$ cat src/inc/pwr_seq_pkg.sv
// Constants and carrier types for the sequence memory and short detect registers
package pwr_seq_pkg;

   // ==========================================================
   // Clock and timing
   localparam real         CLK_HZ           = 25.0e6;
   localparam real         SCAN_STEP_S      = 0.083;
   localparam int          SCAN_STEP_CYC    = int'(SCAN_STEP_S * CLK_HZ);
   localparam int          SCAN_CNT_W       = 22;

   // ==========================================================
   // Start step pointers
   localparam int          SEQ_N            = 6;
   localparam logic [7:0]  SEQ_OFFS [SEQ_N] = '{8'h53, 8'h54, 8'h55, 8'h56, 8'h57, 8'h58};
   localparam logic [5:0]  SEQ_RST  [SEQ_N] = '{6'h04, 6'h0D, 6'h3F, 6'h3F, 6'h3F, 6'h3F};
   localparam int          SEQ_PTR_W        = 6;

   // ==========================================================
   // Sequence memory window
   localparam logic [7:0]  MEM_ADDR_OFF     = 8'h59;
   localparam logic [7:0]  MEM_DATA_OFF     = 8'h5A;
   localparam logic [7:0]  MEM_ADDR_RST     = 8'h00;
   localparam logic [7:0]  MEM_DATA_RST     = 8'h18;
   localparam int          MEM_BYTE_W       = 2;

   // ==========================================================
   // Short detect registers
   localparam logic [7:0]  SETUP_OFF        = 8'h5B;
   localparam logic [7:0]  FLAGS_ONE_OFF    = 8'h5C;
   localparam logic [7:0]  FLAGS_TWO_OFF    = 8'h5D;
   localparam logic [7:0]  IRQ_CHK_OFF      = 8'h5F;
   localparam logic [7:0]  SETUP_RST        = 8'h00;
   localparam logic [7:0]  FLAGS_RST        = 8'h00;
   localparam logic [7:0]  IRQ_CHK_RST      = 8'h00;
   localparam int          SETUP_EN_BIT     = 7;
   localparam int          SETUP_MODE_BIT   = 6;
   localparam int          SETUP_CUT_BIT    = 5;
   localparam int          SEL_W            = 5;
   localparam int          CHK_LIVE_BIT     = 3;
   localparam logic [7:0]  IRQ_CHK_MASK     = 8'h7F;
   localparam logic [7:0]  IRQ_CHK_SYS_CLR  = 8'h0F;
   localparam logic [7:0]  FLAGS_ONE_MASK   = 8'hD2;
   localparam logic [7:0]  FLAGS_TWO_MASK   = 8'hFE;
   localparam logic [7:0]  ONE_SLEEP_MASK   = 8'h92;
   localparam logic [7:0]  ONE_WAITON_MASK  = 8'h40;
   localparam logic [7:0]  TWO_SLEEP_MASK   = 8'h90;
   localparam logic [7:0]  TWO_OFF_MASK     = 8'h60;
   localparam logic [7:0]  TWO_WAITON_MASK  = 8'h0E;

   // ==========================================================
   // Test selector codes
   localparam int          TEST_OUT_N       = 25;
   localparam logic [24:0] TEST_VALID_MASK  = 25'h1F7_FED2;
   localparam logic [4:0]  SEL_PAD_GND      = 5'h1F;
   localparam logic [4:0]  AUTO_FIRST       = 5'h01;
   localparam logic [4:0]  AUTO_LAST        = 5'h0C;

   // ==========================================================
   // Plain storage registers
   localparam int          PLAIN_N          = 36;
   localparam logic [7:0]  PLAIN_OFFS [PLAIN_N] = '{
      8'h5E, 8'h61, 8'h68, 8'h76, 8'h77, 8'h78, 8'h79, 8'h82, 8'h83, 8'h84, 8'h85, 8'h8A,
      8'h8B, 8'h8C, 8'h8D, 8'h96, 8'h97, 8'h98, 8'h99, 8'h9A, 8'h9B, 8'h9C, 8'h9D, 8'h9E,
      8'h9F, 8'hA0, 8'hA1, 8'hA2, 8'hA3, 8'hA4, 8'hA5, 8'hA6, 8'hA7, 8'hA8, 8'hA9, 8'hAA};
   localparam logic [7:0]  PLAIN_RST [PLAIN_N] = '{
      8'h1F, 8'h00, 8'h12, 8'h00, 8'h00, 8'h08, 8'h09, 8'h00, 8'h00, 8'h08, 8'h02, 8'h20,
      8'h03, 8'h08, 8'h03, 8'h00, 8'h00, 8'h08, 8'h02, 8'hE0, 8'h01, 8'h08, 8'h00, 8'hE0,
      8'h00, 8'h08, 8'h01, 8'hE0, 8'h01, 8'h08, 8'h04, 8'hE0, 8'h02, 8'h08, 8'h00, 8'h00};

   // ==========================================================
   // Carrier types
   typedef struct packed {
      logic       wr;
      logic       rd;
      logic [7:0] addr;
      logic [7:0] wdata;
   } reg_req_s;

   typedef struct packed {
      logic       strobe;
      logic [7:0] addr;
      logic [7:0] data;
   } mem_wr_s;

   typedef struct packed {
      logic       force_waiton;
      logic [7:0] sleep_one;
      logic [7:0] sleep_two;
      logic [7:0] off_two;
   } cut_req_s;

endpackage : pwr_seq_pkg

$ cat src/logic/level_sync.sv
// Two-stage synchroniser for a bus of independent levels
`timescale 1ns/1ps
module level_sync #(
   parameter int W = 8
) (
   input  wire logic         clk_sys,
   input  wire logic         rst_b,
   input  wire logic [W-1:0] async_in,
   output logic      [W-1:0] sync_out
);

   logic [W-1:0] stage_one;

   // ==========================================================
   // Two flops, first stage read only by the second
   always_ff @(posedge clk_sys) begin
      if (!rst_b) begin
         stage_one <= '0;
         sync_out  <= '0;
      end else begin
         stage_one <= async_in;
         sync_out  <= stage_one;
      end
   end

endmodule : level_sync

$ cat src/logic/power_seq_mem_and_short_detect.sv
// Sequence pointers, sequence memory window and short detect registers
`timescale 1ns/1ps
module power_seq_mem_and_short_detect
   import pwr_seq_pkg::*;
#(
   parameter int SCAN_STEP_CYCLES = SCAN_STEP_CYC
) (
   input  wire logic                            clk_sys,
   input  wire logic                            rst_b,
   input  wire logic                            system_reset_n,
   input  wire logic                            key_unlocked,
   input  wire reg_req_s                        reg_req,
   output logic      [7:0]                      reg_rdata,
   input  wire logic [7:0]                      short_live_one,
   input  wire logic [7:0]                      short_live_two,
   output logic      [SEQ_N-1:0][SEQ_PTR_W-1:0] start_step_pointer,
   output mem_wr_s                              mem_wr,
   output cut_req_s                             cut_req,
   output logic      [SEL_W-1:0]                test_output_selector,
   output logic      [TEST_OUT_N-1:0]           test_out_sel,
   output logic                                 test_pad_out,
   output logic                                 test_pad_oe
);

   logic [7:0]             seq_ptr [SEQ_N];
   logic [7:0]             seq_mem_write_pointer;
   logic [7:0]             seq_mem_write_byte;
   logic [7:0]             short_detect_setup;
   logic [7:0]             short_flags_one;
   logic [7:0]             short_flags_two;
   logic [7:0]             irq_check_setup;
   logic [7:0]             plain_reg [PLAIN_N];
   logic [7:0]             live_one;
   logic [7:0]             live_two;
   logic [SEL_W-1:0]       auto_scan_selector;
   logic [SCAN_CNT_W-1:0]  scan_cnt;
   logic                   scan_tick;
   logic                   key_write;
   logic                   wr_one;
   logic                   wr_two;
   logic [7:0]             next_flags_one;
   logic [7:0]             next_flags_two;
   logic [7:0]             next_rdata;
   logic                   auto_shutdown_on_short;
   logic                   live_short_view_select;
   logic [SEL_W-1:0]       sel_eff;

   // ==========================================================
   // Comparator inputs
   level_sync #(.W(16)) u_live_sync (
      .clk_sys  (clk_sys),
      .rst_b    (rst_b),
      .async_in ({short_live_two, short_live_one}),
      .sync_out ({live_two, live_one})
   );

   assign auto_shutdown_on_short = short_detect_setup[SETUP_CUT_BIT];
   assign live_short_view_select = irq_check_setup[CHK_LIVE_BIT];

   assign key_write = reg_req.wr & key_unlocked;

   // ==========================================================
   // Start step pointers
   generate
      for (genvar g = 0; g < SEQ_N; g++) begin : g_seq
         always_ff @(posedge clk_sys) begin
            if (!rst_b) begin
               seq_ptr[g] <= {2'b00, SEQ_RST[g]};
            end else if (key_write && reg_req.addr == SEQ_OFFS[g]) begin
               seq_ptr[g] <= reg_req.wdata & 8'h3F;
            end
         end
         assign start_step_pointer[g] = seq_ptr[g][SEQ_PTR_W-1:0];
      end
   endgenerate

   // ==========================================================
   // Sequence memory window
   always_ff @(posedge clk_sys) begin
      if (!rst_b) begin
         seq_mem_write_pointer <= MEM_ADDR_RST;
      end else if (key_write && reg_req.addr == MEM_ADDR_OFF) begin
         seq_mem_write_pointer <= reg_req.wdata;
      end else if (key_write && reg_req.addr == MEM_DATA_OFF) begin
         seq_mem_write_pointer <= seq_mem_write_pointer + 8'h01;
      end
   end

   always_ff @(posedge clk_sys) begin
      if (!rst_b) begin
         seq_mem_write_byte <= MEM_DATA_RST;
         mem_wr             <= '0;
      end else begin
         mem_wr.strobe <= key_write && reg_req.addr == MEM_DATA_OFF;
         if (key_write && reg_req.addr == MEM_DATA_OFF) begin
            seq_mem_write_byte <= reg_req.wdata;
            mem_wr.addr        <= seq_mem_write_pointer;
            mem_wr.data        <= reg_req.wdata;
         end
      end
   end

   // ==========================================================
   // Short detect setup and check setup
   always_ff @(posedge clk_sys) begin
      if (!rst_b || !system_reset_n) begin
         short_detect_setup <= SETUP_RST;
      end else if (reg_req.wr && reg_req.addr == SETUP_OFF) begin
         short_detect_setup <= reg_req.wdata;
      end
   end

   always_ff @(posedge clk_sys) begin
      if (!rst_b) begin
         irq_check_setup <= IRQ_CHK_RST;
      end else if (!system_reset_n) begin
         irq_check_setup <= irq_check_setup & ~IRQ_CHK_SYS_CLR;
      end else if (reg_req.wr && reg_req.addr == IRQ_CHK_OFF) begin
         irq_check_setup <= reg_req.wdata & IRQ_CHK_MASK;
      end
   end

   // ==========================================================
   // Sticky short flags
   assign wr_one = reg_req.wr && reg_req.addr == FLAGS_ONE_OFF;
   assign wr_two = reg_req.wr && reg_req.addr == FLAGS_TWO_OFF;

   always_comb begin
      next_flags_one = short_flags_one;
      next_flags_two = short_flags_two;
      if (wr_one) begin
         next_flags_one = short_flags_one & reg_req.wdata;
      end
      if (wr_two) begin
         next_flags_two = short_flags_two & reg_req.wdata;
      end
      if (short_detect_setup[SETUP_EN_BIT]) begin
         next_flags_one = next_flags_one | live_one;
         next_flags_two = next_flags_two | live_two;
      end
      next_flags_one = next_flags_one & FLAGS_ONE_MASK;
      next_flags_two = next_flags_two & FLAGS_TWO_MASK;
   end

   always_ff @(posedge clk_sys) begin
      if (!rst_b) begin
         short_flags_one <= FLAGS_RST;
         short_flags_two <= FLAGS_RST;
      end else begin
         short_flags_one <= next_flags_one;
         short_flags_two <= next_flags_two;
      end
   end

   // ==========================================================
   // Auto-cut requests
   always_ff @(posedge clk_sys) begin
      if (!rst_b) begin
         cut_req <= '0;
      end else if (auto_shutdown_on_short) begin
         cut_req.force_waiton <= |(short_flags_one & ONE_WAITON_MASK)
                               | |(short_flags_two & TWO_WAITON_MASK);
         cut_req.sleep_one    <= short_flags_one & ONE_SLEEP_MASK;
         cut_req.sleep_two    <= short_flags_two & TWO_SLEEP_MASK;
         cut_req.off_two      <= short_flags_two & TWO_OFF_MASK;
      end else begin
         cut_req <= '0;
      end
   end

   // ==========================================================
   // Plain storage registers
   generate
      for (genvar p = 0; p < PLAIN_N; p++) begin : g_plain
         always_ff @(posedge clk_sys) begin
            if (!rst_b) begin
               plain_reg[p] <= PLAIN_RST[p];
            end else if (reg_req.wr && reg_req.addr == PLAIN_OFFS[p]) begin
               plain_reg[p] <= reg_req.wdata;
            end
         end
      end
   endgenerate

   // ==========================================================
   // Automatic selector scan
   assign scan_tick = scan_cnt == SCAN_CNT_W'(SCAN_STEP_CYCLES - 1);

   always_ff @(posedge clk_sys) begin
      if (!rst_b || short_detect_setup[SETUP_MODE_BIT]) begin
         scan_cnt <= '0;
      end else if (scan_tick) begin
         scan_cnt <= '0;
      end else begin
         scan_cnt <= scan_cnt + SCAN_CNT_W'(1);
      end
   end

   always_ff @(posedge clk_sys) begin
      if (!rst_b || short_detect_setup[SETUP_MODE_BIT]) begin
         auto_scan_selector <= AUTO_FIRST;
      end else if (scan_tick) begin
         if (auto_scan_selector >= AUTO_LAST) begin
            auto_scan_selector <= AUTO_FIRST;
         end else begin
            auto_scan_selector <= auto_scan_selector + 5'h01;
         end
      end
   end

   assign sel_eff = short_detect_setup[SETUP_MODE_BIT] ? short_detect_setup[SEL_W-1:0]
                                                        : auto_scan_selector;

   // ==========================================================
   // Test output decode
   always_ff @(posedge clk_sys) begin
      if (!rst_b) begin
         test_output_selector <= '0;
         test_out_sel         <= '0;
         test_pad_out         <= 1'b0;
         test_pad_oe          <= 1'b0;
      end else begin
         test_output_selector <= sel_eff;
         test_pad_out         <= 1'b0;
         if (sel_eff < SEL_W'(TEST_OUT_N)) begin
            test_out_sel <= (TEST_OUT_N'(1) << sel_eff) & TEST_VALID_MASK;
            test_pad_oe  <= 1'b0;
         end else if (sel_eff == SEL_PAD_GND) begin
            test_out_sel <= '0;
            test_pad_oe  <= 1'b1;
         end else begin
            test_out_sel <= '0;
            test_pad_oe  <= 1'b0;
         end
      end
   end

   // ==========================================================
   // Register read
   always_comb begin
      next_rdata = 8'h00;
      for (int i = 0; i < SEQ_N; i++) begin
         if (reg_req.addr == SEQ_OFFS[i]) begin
            next_rdata = seq_ptr[i] & 8'h3F;
         end
      end
      for (int i = 0; i < PLAIN_N; i++) begin
         if (reg_req.addr == PLAIN_OFFS[i]) begin
            next_rdata = plain_reg[i];
         end
      end
      case (reg_req.addr)
         MEM_ADDR_OFF: begin
            next_rdata = seq_mem_write_pointer;
         end
         MEM_DATA_OFF: begin
            next_rdata = seq_mem_write_byte;
         end
         SETUP_OFF: begin
            next_rdata = short_detect_setup;
         end
         FLAGS_ONE_OFF: begin
            next_rdata = live_short_view_select ? (live_one & FLAGS_ONE_MASK) : short_flags_one;
         end
         FLAGS_TWO_OFF: begin
            next_rdata = live_short_view_select ? (live_two & FLAGS_TWO_MASK) : short_flags_two;
         end
         IRQ_CHK_OFF: begin
            next_rdata = irq_check_setup;
         end
         default: begin
            next_rdata = next_rdata;
         end
      endcase
   end

   always_ff @(posedge clk_sys) begin
      if (!rst_b) begin
         reg_rdata <= 8'h00;
      end else if (reg_req.rd) begin
         reg_rdata <= next_rdata;
      end
   end

endmodule : power_seq_mem_and_short_detect

$ cat config.mk
export PLATFORM = sky130hd
export DESIGN_NAME = power_seq_mem_and_short_detect
export DESIGN_NICKNAME = d
export VERILOG_FILES = /design/src/inc/pwr_seq_pkg.sv /design/src/logic/level_sync.sv /design/src/logic/power_seq_mem_and_short_detect.sv
export SDC_FILE = /design/constraint.sdc
export NUM_CORES = 1
export LEC_CHECK = 0
export ABC_AREA = 1
export CELL_PAD_IN_SITES_DETAIL_PLACEMENT = 0
export CELL_PAD_IN_SITES_GLOBAL_PLACEMENT = 2
export CORE_MARGIN = 8
export CORE_UTILIZATION = 40
export DETAILED_ROUTE_END_ITERATION = 8
export DONT_BUFFER_PORTS = 1
export GPL_TIMING_DRIVEN = 1
export PLACE_DENSITY = 0.91
export SKIP_LAST_GASP = 1
export SLEW_MARGIN = 5
export SYNTH_ARGS = -nofsm -noshare
export SYNTH_HDL_FRONTEND = slang
export SYNTH_SLANG_ARGS = --single-unit
export TNS_END_PERCENT = 10
$ cat constraint.sdc
create_clock -name clk_sys -period 3.3 [get_ports clk_sys]
set_clock_uncertainty 0.1 [all_clocks]
set_input_delay 0.33 -clock clk_sys [delete_from_list [all_inputs] [get_ports clk_sys]]
set_output_delay 0.33 -clock clk_sys [all_outputs]
set_load 0.005 [all_outputs]
==> results.yml, run 1 <==
worst_setup_path:
  critPathLaunchType: "flip-flop"
  arrival_ns: 3.87
  crit_type: "flip-flop to flip-flop"
  crit_path_end_kind: "flip-flop"
  crit_required_ns: 3.70
  cp_max_fo: 2
worst_hold_path:
  hold_class: "input port to flip-flop"
sta:
  finalCritPeriodShare_pct: 105.1
  setup_slack_ns: -0.1684
  slew_headroom_pct: 22.02
  setup_violations: 4
  drv_slew: 0
  timing.fmax_ghz: 0.2883
  hold_slack_ns: 0.04815
  fin_crit_ns: 3.468
  rsz0062_at_grt: "true"
  worst_pin_slew_ns: 1.158
  final_hold_viol_count: 0
cells_and_area:
  multi_input_area_sq_um: 6374
  ff_latch_area_sq_um: 12590
  n_antenna_cell: 0
  stdcell_area_sq_um: 24180
  largest_register_ffs: 288
  fin_util_pct: 48.20
  final_nets: 2462
  syn2layout_area_growth_pct: 19.06
  nFillCells: 4699
  drive_gt1_share_pct: 13.46
synth:
  synth.avg_cell_area_sq_um: 9.103
  ys_seq_elements: 467
  synth_edf_count: 324
  synth_most_common_cell: "nor2_1"
  netlist_top_cells_area: "edfxtp_1 48%, dfxtp_1 14%, nor2_1 8.8%, nand2_1 8.3%, inv_1 4.3%"
  ys_seq_area_share_pct: 62.00
  ys_warn_count: 0
  syn_inst: 2231
  synth_area_leader_cell: "edfxtp_1"
  synthDistinctLibCells: 47
  synth_ff_type: "edfxtp_1"
  synth_common_cells: "475 x nor2_1, 450 x nand2_1, 324 x edfxtp_1"
  ys_async_sr_fraction_pct: 0
  syn_area_sq_um: 20310
  yosysTopAreaCellShare_pct: 47.91
grt:
  antenna_found_initial: 2
  grt_pass1_wl_microns: 94090
  grt-ovfl-total: 0
  grt_pass1_vias: 16050
  grt_max_degree: 58
  grt_usage_pct: 21.18
route:
  vias_per_cell: 5.130
  drt.antenna.violating_nets: 0
  num_vias: 16070
  dr.pass1.iters: 5
  drt-total-wl_microns: 62140
  drc: 0
  wire_per_inst_microns: 19.84
  drt-initial-drc-count: 1581
floorplanning:
  die_y_microns: 241.3
  die_w_microns: 241.3
  die_area_sq_um: 58240
  core_sq_um: 50170
  rows: 82
  start_util_pct: 40.48
  io_pins: 156
placed_design:
  port_buffers: 0
  place_hpwl_microns: 41630
  placed_cell_area_sq_um: 22070
  gp_congestion: 0.8779
cts:
  clk_latency_ns: 0.61
  clockRootBuffer: "clkbuf_16"
  h-tree-depth: 2
  clk_pin_slew_worst_paths_ns: 0.06
  clock-sinks: 467
  cts_tree: "built"
  clockBufferDepth: 3
  cts_buffers: 51
power_and_ir_drop:
  powerDensity_nw_per_um2: 533.2
  ir_drop_mv: 0.3825
  p_leak_nw: 9.202
  finalPower_mw: 12.89
job:
  max-cap-violations: 0
status:
  outcome: "complete, but fails checks"
  violations: "setup timing"
[routing by layer]
layer  track usage, %  share of wire [%]
met1            26.94                 42
met2            35.23                 47
met3            5.061                8.1
met4            7.181                3.1
met5                0                  0
[critical path: stages (launching register included)]
cell and delay [ns]:
edfxtp_1 0.45, nand3_1 0.12, nand2_1 0.08, nor2_1 0.09, nand4_1 0.13, nor2_2 0.16
nand4_1 0.15, nor2_1 0.16, nand3_1 0.12, nand2_2 0.10, nand3_2 0.06, nand2_2 0.08
nand4_1 0.08, nand2_1 0.10, nand4_1 0.11, nand2_1 0.10, nand4_1 0.13, nor2_2 0.18
nand3_2 0.08, nand2_2 0.07, nand3_2 0.08, nand2_2 0.09, nand4_1 0.10, nor2_1 0.12
nand4_1 0.11, nor2_1 0.16, nor2_1 0.06
[power by group]
group	internal (mW)	total [mW]	switching (mW)
Combinational	0.165	0.571	0.407
Clock	3.31	5.74	2.43
Sequential	6.48	6.58	0.101
[path summary, 6_finish.rpt]
check / start / to / slack, ns / depth (start not counted)
setup / recovery: seq_ptr[0][0] / reg_rdata[0] / -0.17 / 26
hold / removal: reg_req[16] / reg_rdata[1] / 0.05 / 5
setup reg to reg: seq_ptr[0][0] / reg_rdata[0] / -0.17 / 26
hold reg to reg: u_live_sync.stage_one[12] / u_live_sync.sync_out[12] / 0.31 / 2
[kinds of logic after synthesis]
kind of cell | synth area share (%)
xor gates and xnor gates | 0.4313
buffers and inverters | 7.214
DFF | 62.00
other | 0.01846
and+or+nand+nor | 24.06
AOI/OAI and AO/OA | 6.031
adders and majority gates | 0.2464
[layout make-up]
cell class                 instances  area share [%]
tap                              672           3.477
timing repair buffer             214           7.099
multi-input combinational       1429           26.36
clock buffer                      61           5.692
sequential                       467           52.08
clock inverter                    32           1.309
inverter                         257           3.989
[layout by cell type, fill, tap and decap left out, types with 4 or more instances in the layout]
cell type / Yosys / layout
dfxtp_1: 143 / 143
dlygate4sd3_1: 0 / 36
o22ai_1: 4 / 4
nor2_2: 5 / 9
nor2_1: 475 / 471
a211oi_1: 5 / 5
xor2_1: 9 / 9
inv_2: 17 / 21
o21ai_1: 4 / 4
o21ai_0: 104 / 104
a21oi_1: 85 / 85
o211ai_1: 4 / 4
o221ai_1: 5 / 5
nand3_1: 69 / 66
a221oi_1: 4 / 4
buf_4: 30 / 177
conb_1: 1 / 24
ha_1: 4 / 4
edfxtp_1: 324 / 324
or2_0: 5 / 5
nand4_1: 66 / 66
or2_2: 27 / 27
nand2_2: 3 / 7
bufinv_16: 0 / 4
clkbuf_16: 0 / 53
clkinv_2: 0 / 7
inv_1: 235 / 234
clkbuf_1: 64 / 6
clkinvlp_4: 0 / 7
nand2_1: 450 / 446
nor3_1: 45 / 45
clkinv_1: 5 / 10
nor4_1: 7 / 7
[per-stage QoR]
stage | worst slack [ns] | instances | TNS [ns]
5_1_grt | -0.4341 | 3132 | -1.834
6_report | -0.1684 | 3132 | -0.3428
4_1_cts | -0.1397 | 3131 | -0.3920
3_3_place_gp | -0.6712 | 3002 | -2.721
3_5_place_dp | -0.6823 | 3002 | -3.001
2_1_floorplan | 0.7070 | 2254 | 0
[what timing repair did]
| action | in CTS | in global routing |
|---|---|---|
| endpoints found under the hold margin | 176 | 8 |
| pin swaps | 2 | 11 |
| setup endpoints to repair | 4 | 6 |
| hold buffers | 36 | 1 |
| resized for setup | 2 | 8 |
| setup buffers | 0 | 0 |
| cloned | 0 | 0 |
No activity file was read; power rests on OpenSTA's default activity.
==> run 2, diff against run 1 <==
--- a/config.mk
+++ b/config.mk
@@ -9,11 +9,11 @@
 export CELL_PAD_IN_SITES_DETAIL_PLACEMENT = 0
 export CELL_PAD_IN_SITES_GLOBAL_PLACEMENT = 2
 export CORE_MARGIN = 8
-export CORE_UTILIZATION = 40
+export CORE_UTILIZATION = 36
 export DETAILED_ROUTE_END_ITERATION = 8
 export DONT_BUFFER_PORTS = 1
 export GPL_TIMING_DRIVEN = 1
-export PLACE_DENSITY = 0.91
+export PLACE_DENSITY = 0.88
 export SKIP_LAST_GASP = 1
 export SLEW_MARGIN = 5
 export SYNTH_ARGS = -nofsm -noshare
==> constraint.sdc (replaced) <==
create_clock -name clk_sys -period 2.9 [get_ports clk_sys]
set_clock_uncertainty 0.1 [all_clocks]
set_input_delay 0.29 -clock clk_sys [delete_from_list [all_inputs] [get_ports clk_sys]]
set_output_delay 0.29 -clock clk_sys [all_outputs]
set_load 0.005 [all_outputs]
==> run 2 against run 1 <==
The run still ends with setup timing left. Critical path type unchanged. Highest routed layer is now met5. Total power increased by 10%. Sequential share of layout area decreased by 1.1 points. Largest cell class unchanged. Critical endpoint unchanged. Core utilization decreased by 4.2 points. Setup slack got worse by 0.44 ns. Count of clock-buffer cells in the layout increased by 2. Hold slack got worse by 0.013 ns.
==> results.yml, run 2 (synthesis gave the netlist of run 1 again) <==
status:
  outcome: "complete, but fails checks"
  violations: "setup timing"
cells_and_area:
  layout.cells.non_filler: 3284
  nFillCells: 5476
  n_antenna_cell: 0
  syn2layout_area_growth_pct: 21.54
  final_cell_mix: "470 x nor2_1, 450 x nand2_1, 324 x edfxtp_1"
  largest_register_ffs: 288
  final_nets: 2535
  stdcell_area_sq_um: 24680
  layout_commonest_cell: "nor2_1"
  drive_gt1_share_pct: 15.47
route:
  drt-total-wl_microns: 64280
  drt.antenna.violating_nets: 0
  vias_per_cell: 4.984
  num_vias: 16370
  drt-initial-drc-count: 1427
  drc: 0
  dr.pass1.iters: 8
  wire_per_inst_microns: 19.57
grt:
  grt_max_degree: 81
  grt_pass1_wl_microns: 96470
  antenna_found_initial: 2
  grt-ovfl-total: 0
  grt_pass1_vias: 16470
  grt_usage_pct: 19.67
floorplanning:
  rows: 87
  die_area_sq_um: 64270
  io_pins: 156
  core_sq_um: 56060
  die_w_microns: 253.5
  die_y_microns: 253.5
  start_util_pct: 36.23
cts:
  clk_pin_slew_worst_paths_ns: 0.06
  clockRootBuffer: "clkbuf_16"
  cts_buffers: 48
  cts_tree: "built"
  clock-sinks: 467
  clockBufferDepth: 3
  h-tree-depth: 2
  clk_latency_ns: 0.60
sta:
  fin_crit_ns: 3.510
  rsz0062_at_grt: "true"
  final_hold_viol_count: 0
  drv_slew: 0
  setup_slack_ns: -0.6095
  timing.fmax_ghz: 0.2849
  worst_pin_slew_ns: 1.178
  finalSetupTns_ns: -2.470
  slew_headroom_pct: 20.61
  finalCritPeriodShare_pct: 121.0
  setup_violations: 7
power_and_ir_drop:
  p_leak_nw: 9.498
  powerDensity_nw_per_um2: 574.5
  ir_drop_mv: 0.4190
worst_setup_path:
  crit_path_end_kind: "flip-flop"
  critPathLaunchType: "flip-flop"
  crit_required_ns: 3.26
  cp_max_fo: 2
  arrival_ns: 3.87
  crit_type: "flip-flop to flip-flop"
placed_design:
  place_hpwl_microns: 43500
  port_buffers: 0
  placed_cell_area_sq_um: 22810
  gp_congestion: 0.8817
  dp.cells: 3162
job:
  max-cap-violations: 0
worst_hold_path:
  hold_class: "input port to flip-flop"
-- run 2: cell count changes in the layout (fill, tap and decap cells not counted), sizes merged --
cell,change
dlygate4sd3,-2
buf,+78
clkinvlp,-4
inv,-4
clkbuf,+2
bufinv,-2
-- run 2: routing by layer --
layer | wire, microns | vias to the layer above | GRT usage, %
met1 | 26470 | 7871 | 24.43
met3 | 4891 | 131 | 4.254
met4 | 2297 | 2 | 7.725
met2 | 30600 | 576 | 33.19
met5 | 17 | - | 0
li1 | - | 7789 | -
-- run 2: worst max-delay path, stage by stage, from the launching register on --
cell and delay (ns):
edfxtp_1 0.41, inv_1 0.08, nor2_1 0.05, nor2_1 0.09, nand4_1 0.11, nor2_2 0.13
nand4_1 0.14, nor2_2 0.15, nand3_1 0.10, nand2_1 0.12, nand3_1 0.10, nand2_1 0.10
nand4_1 0.11, nand2_1 0.10, nand4_1 0.10, nand2_1 0.11, nand4_1 0.11, nor2_1 0.12
nand3_1 0.09, nand2_1 0.09, nand3_1 0.06, nand2_1 0.11, nand4_1 0.13, nor2_1 0.17
nand4_1 0.16, nor2_2 0.19, nor2_1 0.07
-- run 2: final cells by class --
cell class	count	area [sq um]	area share, %
repair buffers	290	2345	9.499
clock buffers	63	1321	5.353
multi-input cells	1429	6351	25.73
clock inverters	22	163.9	0.6640
inverters	257	964.7	3.908
flip-flops and latches	467	12590	51.01
well taps	756	945.9	3.832
-- run 2: final timing paths --
kind                             startpoint                       end  slack [ns]  depth (start not counted)
hold reg to reg   u_live_sync.stage_one[12]  u_live_sync.sync_out[12]        0.31                          2
setup / recovery              seq_ptr[2][0]              reg_rdata[0]       -0.61                         26
setup reg to reg              seq_ptr[2][0]              reg_rdata[0]       -0.61                         26
hold / removal               system_reset_n     short_detect_setup[1]        0.04                          4
-- run 2: metrics by stage --
stage               util, %  total power [mW]  worst slack (ns)  hold slack (ns)
floorplan                 -             7.914            0.3470           0.2876
global placement      40.68             8.262            -1.175           0.2937
detailed placement    40.68             8.274            -1.035           0.2950
CTS                   44.03             14.27           -0.6074       0.00007311
global route          44.03             14.60           -0.8572          0.04604
finish                44.03             14.18           -0.6095          0.03508
-- run 2: power breakdown --
group | leakage (nW) | switching (mW) | internal [mW]
clock network | 0.729 | 2.59 | 3.38
registers | 4.28 | 0.111 | 7.37
logic | 4.49 | 0.488 | 0.243
total | 9.50 | 3.19 | 11.0
-- run 2: repair_timing --
item / in CTS / in global routing
pin swaps: 1 / 1
resized for setup: 3 / 1
hold buffers: 35 / 0
setup buffers: 2 / 0
setup endpoints to repair: 8 / 8
endpoints found under the hold margin: 334 / 0
==> run 3, diff against run 2 <==
--- a/config.mk
+++ b/config.mk
@@ -14,6 +14,7 @@
 export DONT_BUFFER_PORTS = 1
 export GPL_TIMING_DRIVEN = 1
 export PLACE_DENSITY = 0.88
+export RECOVER_POWER = 50
 export SKIP_LAST_GASP = 1
 export SLEW_MARGIN = 5
 export SYNTH_ARGS = -nofsm -noshare
==> run 3 against run 2 <==
The run still ends with setup timing left. Setup slack got worse by 0.013 ns. Routed wire length fell by 0.17%. Fmax fell by 0.36%. Highest routed layer unchanged.
==> results.yml, run 3 (synthesis gave the netlist of run 1 again) <==
status:
  outcome: "complete, but fails checks"
  violations: "setup timing"
placed_design:
  place_hpwl_microns: 43500
  placed_cell_area_sq_um: 22810
  port_buffers: 0
  gp_congestion: 0.8817
  dp.cells: 3162
  dp_slack_ns: -1.035
worst_setup_path:
  arrival_ns: 3.89
  cp_max_fo: 2
  crit_path_end_kind: "flip-flop"
  cp_slowest_cell: "edfxtp_1"
  critPathLaunchType: "flip-flop"
  path_delay_family: "simple AND/OR/NAND/NOR gates"
  crit_required_ns: 3.26
  crit_type: "flip-flop to flip-flop"
  critPathBufInv: 0
  slowest_delay_ns: 0.40
power_and_ir_drop:
  ir_drop_mv: 0.4187
  powerDensity_nw_per_um2: 578.5
  p_leak_nw: 9.304
cells_and_area:
  layout_commonest_cell: "nor2_1"
  nFillCells: 5530
  layout.cells.non_filler: 3284
  drive_gt1_share_pct: 12.82
  largest_register_ffs: 288
  multi_input_area_sq_um: 6320
  syn2layout_area_growth_pct: 20.46
  n_antenna_cell: 0
  final_nets: 2535
  ff_latch_area_sq_um: 12590
  stdcell_area_sq_um: 24460
  final_cell_mix: "475 x nor2_1, 451 x nand2_1, 324 x edfxtp_1"
sta:
  worst_pin_slew_ns: 1.420
  rsz0062_at_grt: "true"
  fin_crit_ns: 3.522
  finalCritPeriodShare_pct: 121.5
  setup_slack_ns: -0.6223
  setup_violations: 8
  slew_headroom_pct: 5.342
  timing.fmax_ghz: 0.2839
  drv_slew: 0
  final_hold_viol_count: 0
floorplanning:
  die_area_sq_um: 64270
  rows: 87
  die_y_microns: 253.5
  start_util_pct: 36.23
  core_sq_um: 56060
  io_pins: 156
  die_w_microns: 253.5
cts:
  clock-sinks: 467
  clk_pin_slew_worst_paths_ns: 0.06
  cts_tree: "built"
  clk_latency_ns: 0.59
  clockBufferDepth: 3
  cts_buffers: 48
  clockRootBuffer: "clkbuf_16"
  h-tree-depth: 2
grt:
  grt_usage_pct: 19.67
  grt_max_degree: 81
  antenna_found_initial: 2
  grt_pass1_vias: 16470
  grt_pass1_wl_microns: 96470
  grt-ovfl-total: 0
route:
  num_vias: 16370
  drt.antenna.violating_nets: 0
  drt-initial-drc-count: 1382
  dr.pass1.iters: 7
  vias_per_cell: 4.984
  drc: 0
  drt-total-wl_microns: 64170
  wire_per_inst_microns: 19.54
job:
  max-cap-violations: 0
worst_hold_path:
  hold_class: "input port to flip-flop"
run 3: repair_timing:
action	in CTS	in global routing
hold buffers	35	0
endpoints found under the setup margin	8	8
endpoints found under the hold margin	334	0
pin swaps	1	1
gates resized for setup	3	1
setup buffers	2	0
run 3: worst paths after layout:
kind | startpoint | end | slack (ns) | cells after the start
worst max-delay path | seq_ptr[0][0] | reg_rdata[0] | -0.62 | 26
worst min-delay path | system_reset_n | short_detect_setup[1] | 0.04 | 4
worst max register to register | seq_ptr[0][0] | reg_rdata[0] | -0.62 | 26
worst min register to register | u_live_sync.stage_one[12] | u_live_sync.sync_out[12] | 0.31 | 2
run 3: through the flow:
| stage | TNS (ns) | hold WS (ns) | utilization [%] | total power [mW] |
|---|---|---|---|---|
| final | -2.480 | 0.03760 | 43.64 | 14.15 |
| after global routing | -4.871 | 0.04604 | 43.64 | 14.58 |
| after CTS | -2.652 | 0.00007311 | 44.03 | 14.27 |
| after detailed placement | -5.198 | 0.2950 | 40.68 | 8.274 |
| after global placement | -5.347 | 0.2937 | 40.68 | 8.262 |
| after floorplan | 0 | 0.2876 | - | 7.914 |
run 3: metal layers:
| layer | global-route usage [%] | share of wire [%] |
|---|---|---|
| met1 | 24.43 | 41 |
| met2 | 33.19 | 48 |
| met5 | 0 | 0.048 |
| met4 | 7.725 | 3.6 |
| met3 | 4.254 | 7.5 |
run 3: layout make-up:
class / count / share of cell area (%)
Sequential cell: 467 / 51.47
Multi-Input combinational cell: 1429 / 25.83
Timing Repair Buffer: 290 / 8.817
Clock buffer: 63 / 5.401
Inverter: 257 / 3.943
Tap cell: 756 / 3.866
Clock inverter: 22 / 0.6700
run 3: worst reg2reg max path: stages, from the launching register on:
cell and delay (ns):
edfxtp_1 0.40, nand3_1 0.10, nand2_1 0.05, nor2_1 0.08
nand4_1 0.11, nor2_2 0.13, nand4_1 0.14, nor2_2 0.15
nand3_1 0.10, nand2_1 0.12, nand3_1 0.11, nand2_1 0.10
nand4_1 0.11, nand2_1 0.10, nand4_1 0.10, nand2_1 0.11
nand4_1 0.11, nor2_1 0.11, nand3_1 0.09, nand2_1 0.09
nand3_1 0.06, nand2_1 0.11, nand4_1 0.12, nor2_1 0.17
nand4_1 0.16, nor2_2 0.20, nor2_1 0.07
run 3: where the power goes:
group          total, mW  switching, mW  internal (mW)
registers           7.48          0.111           7.37
clock network       5.96           2.58           3.38
logic              0.710          0.486          0.224
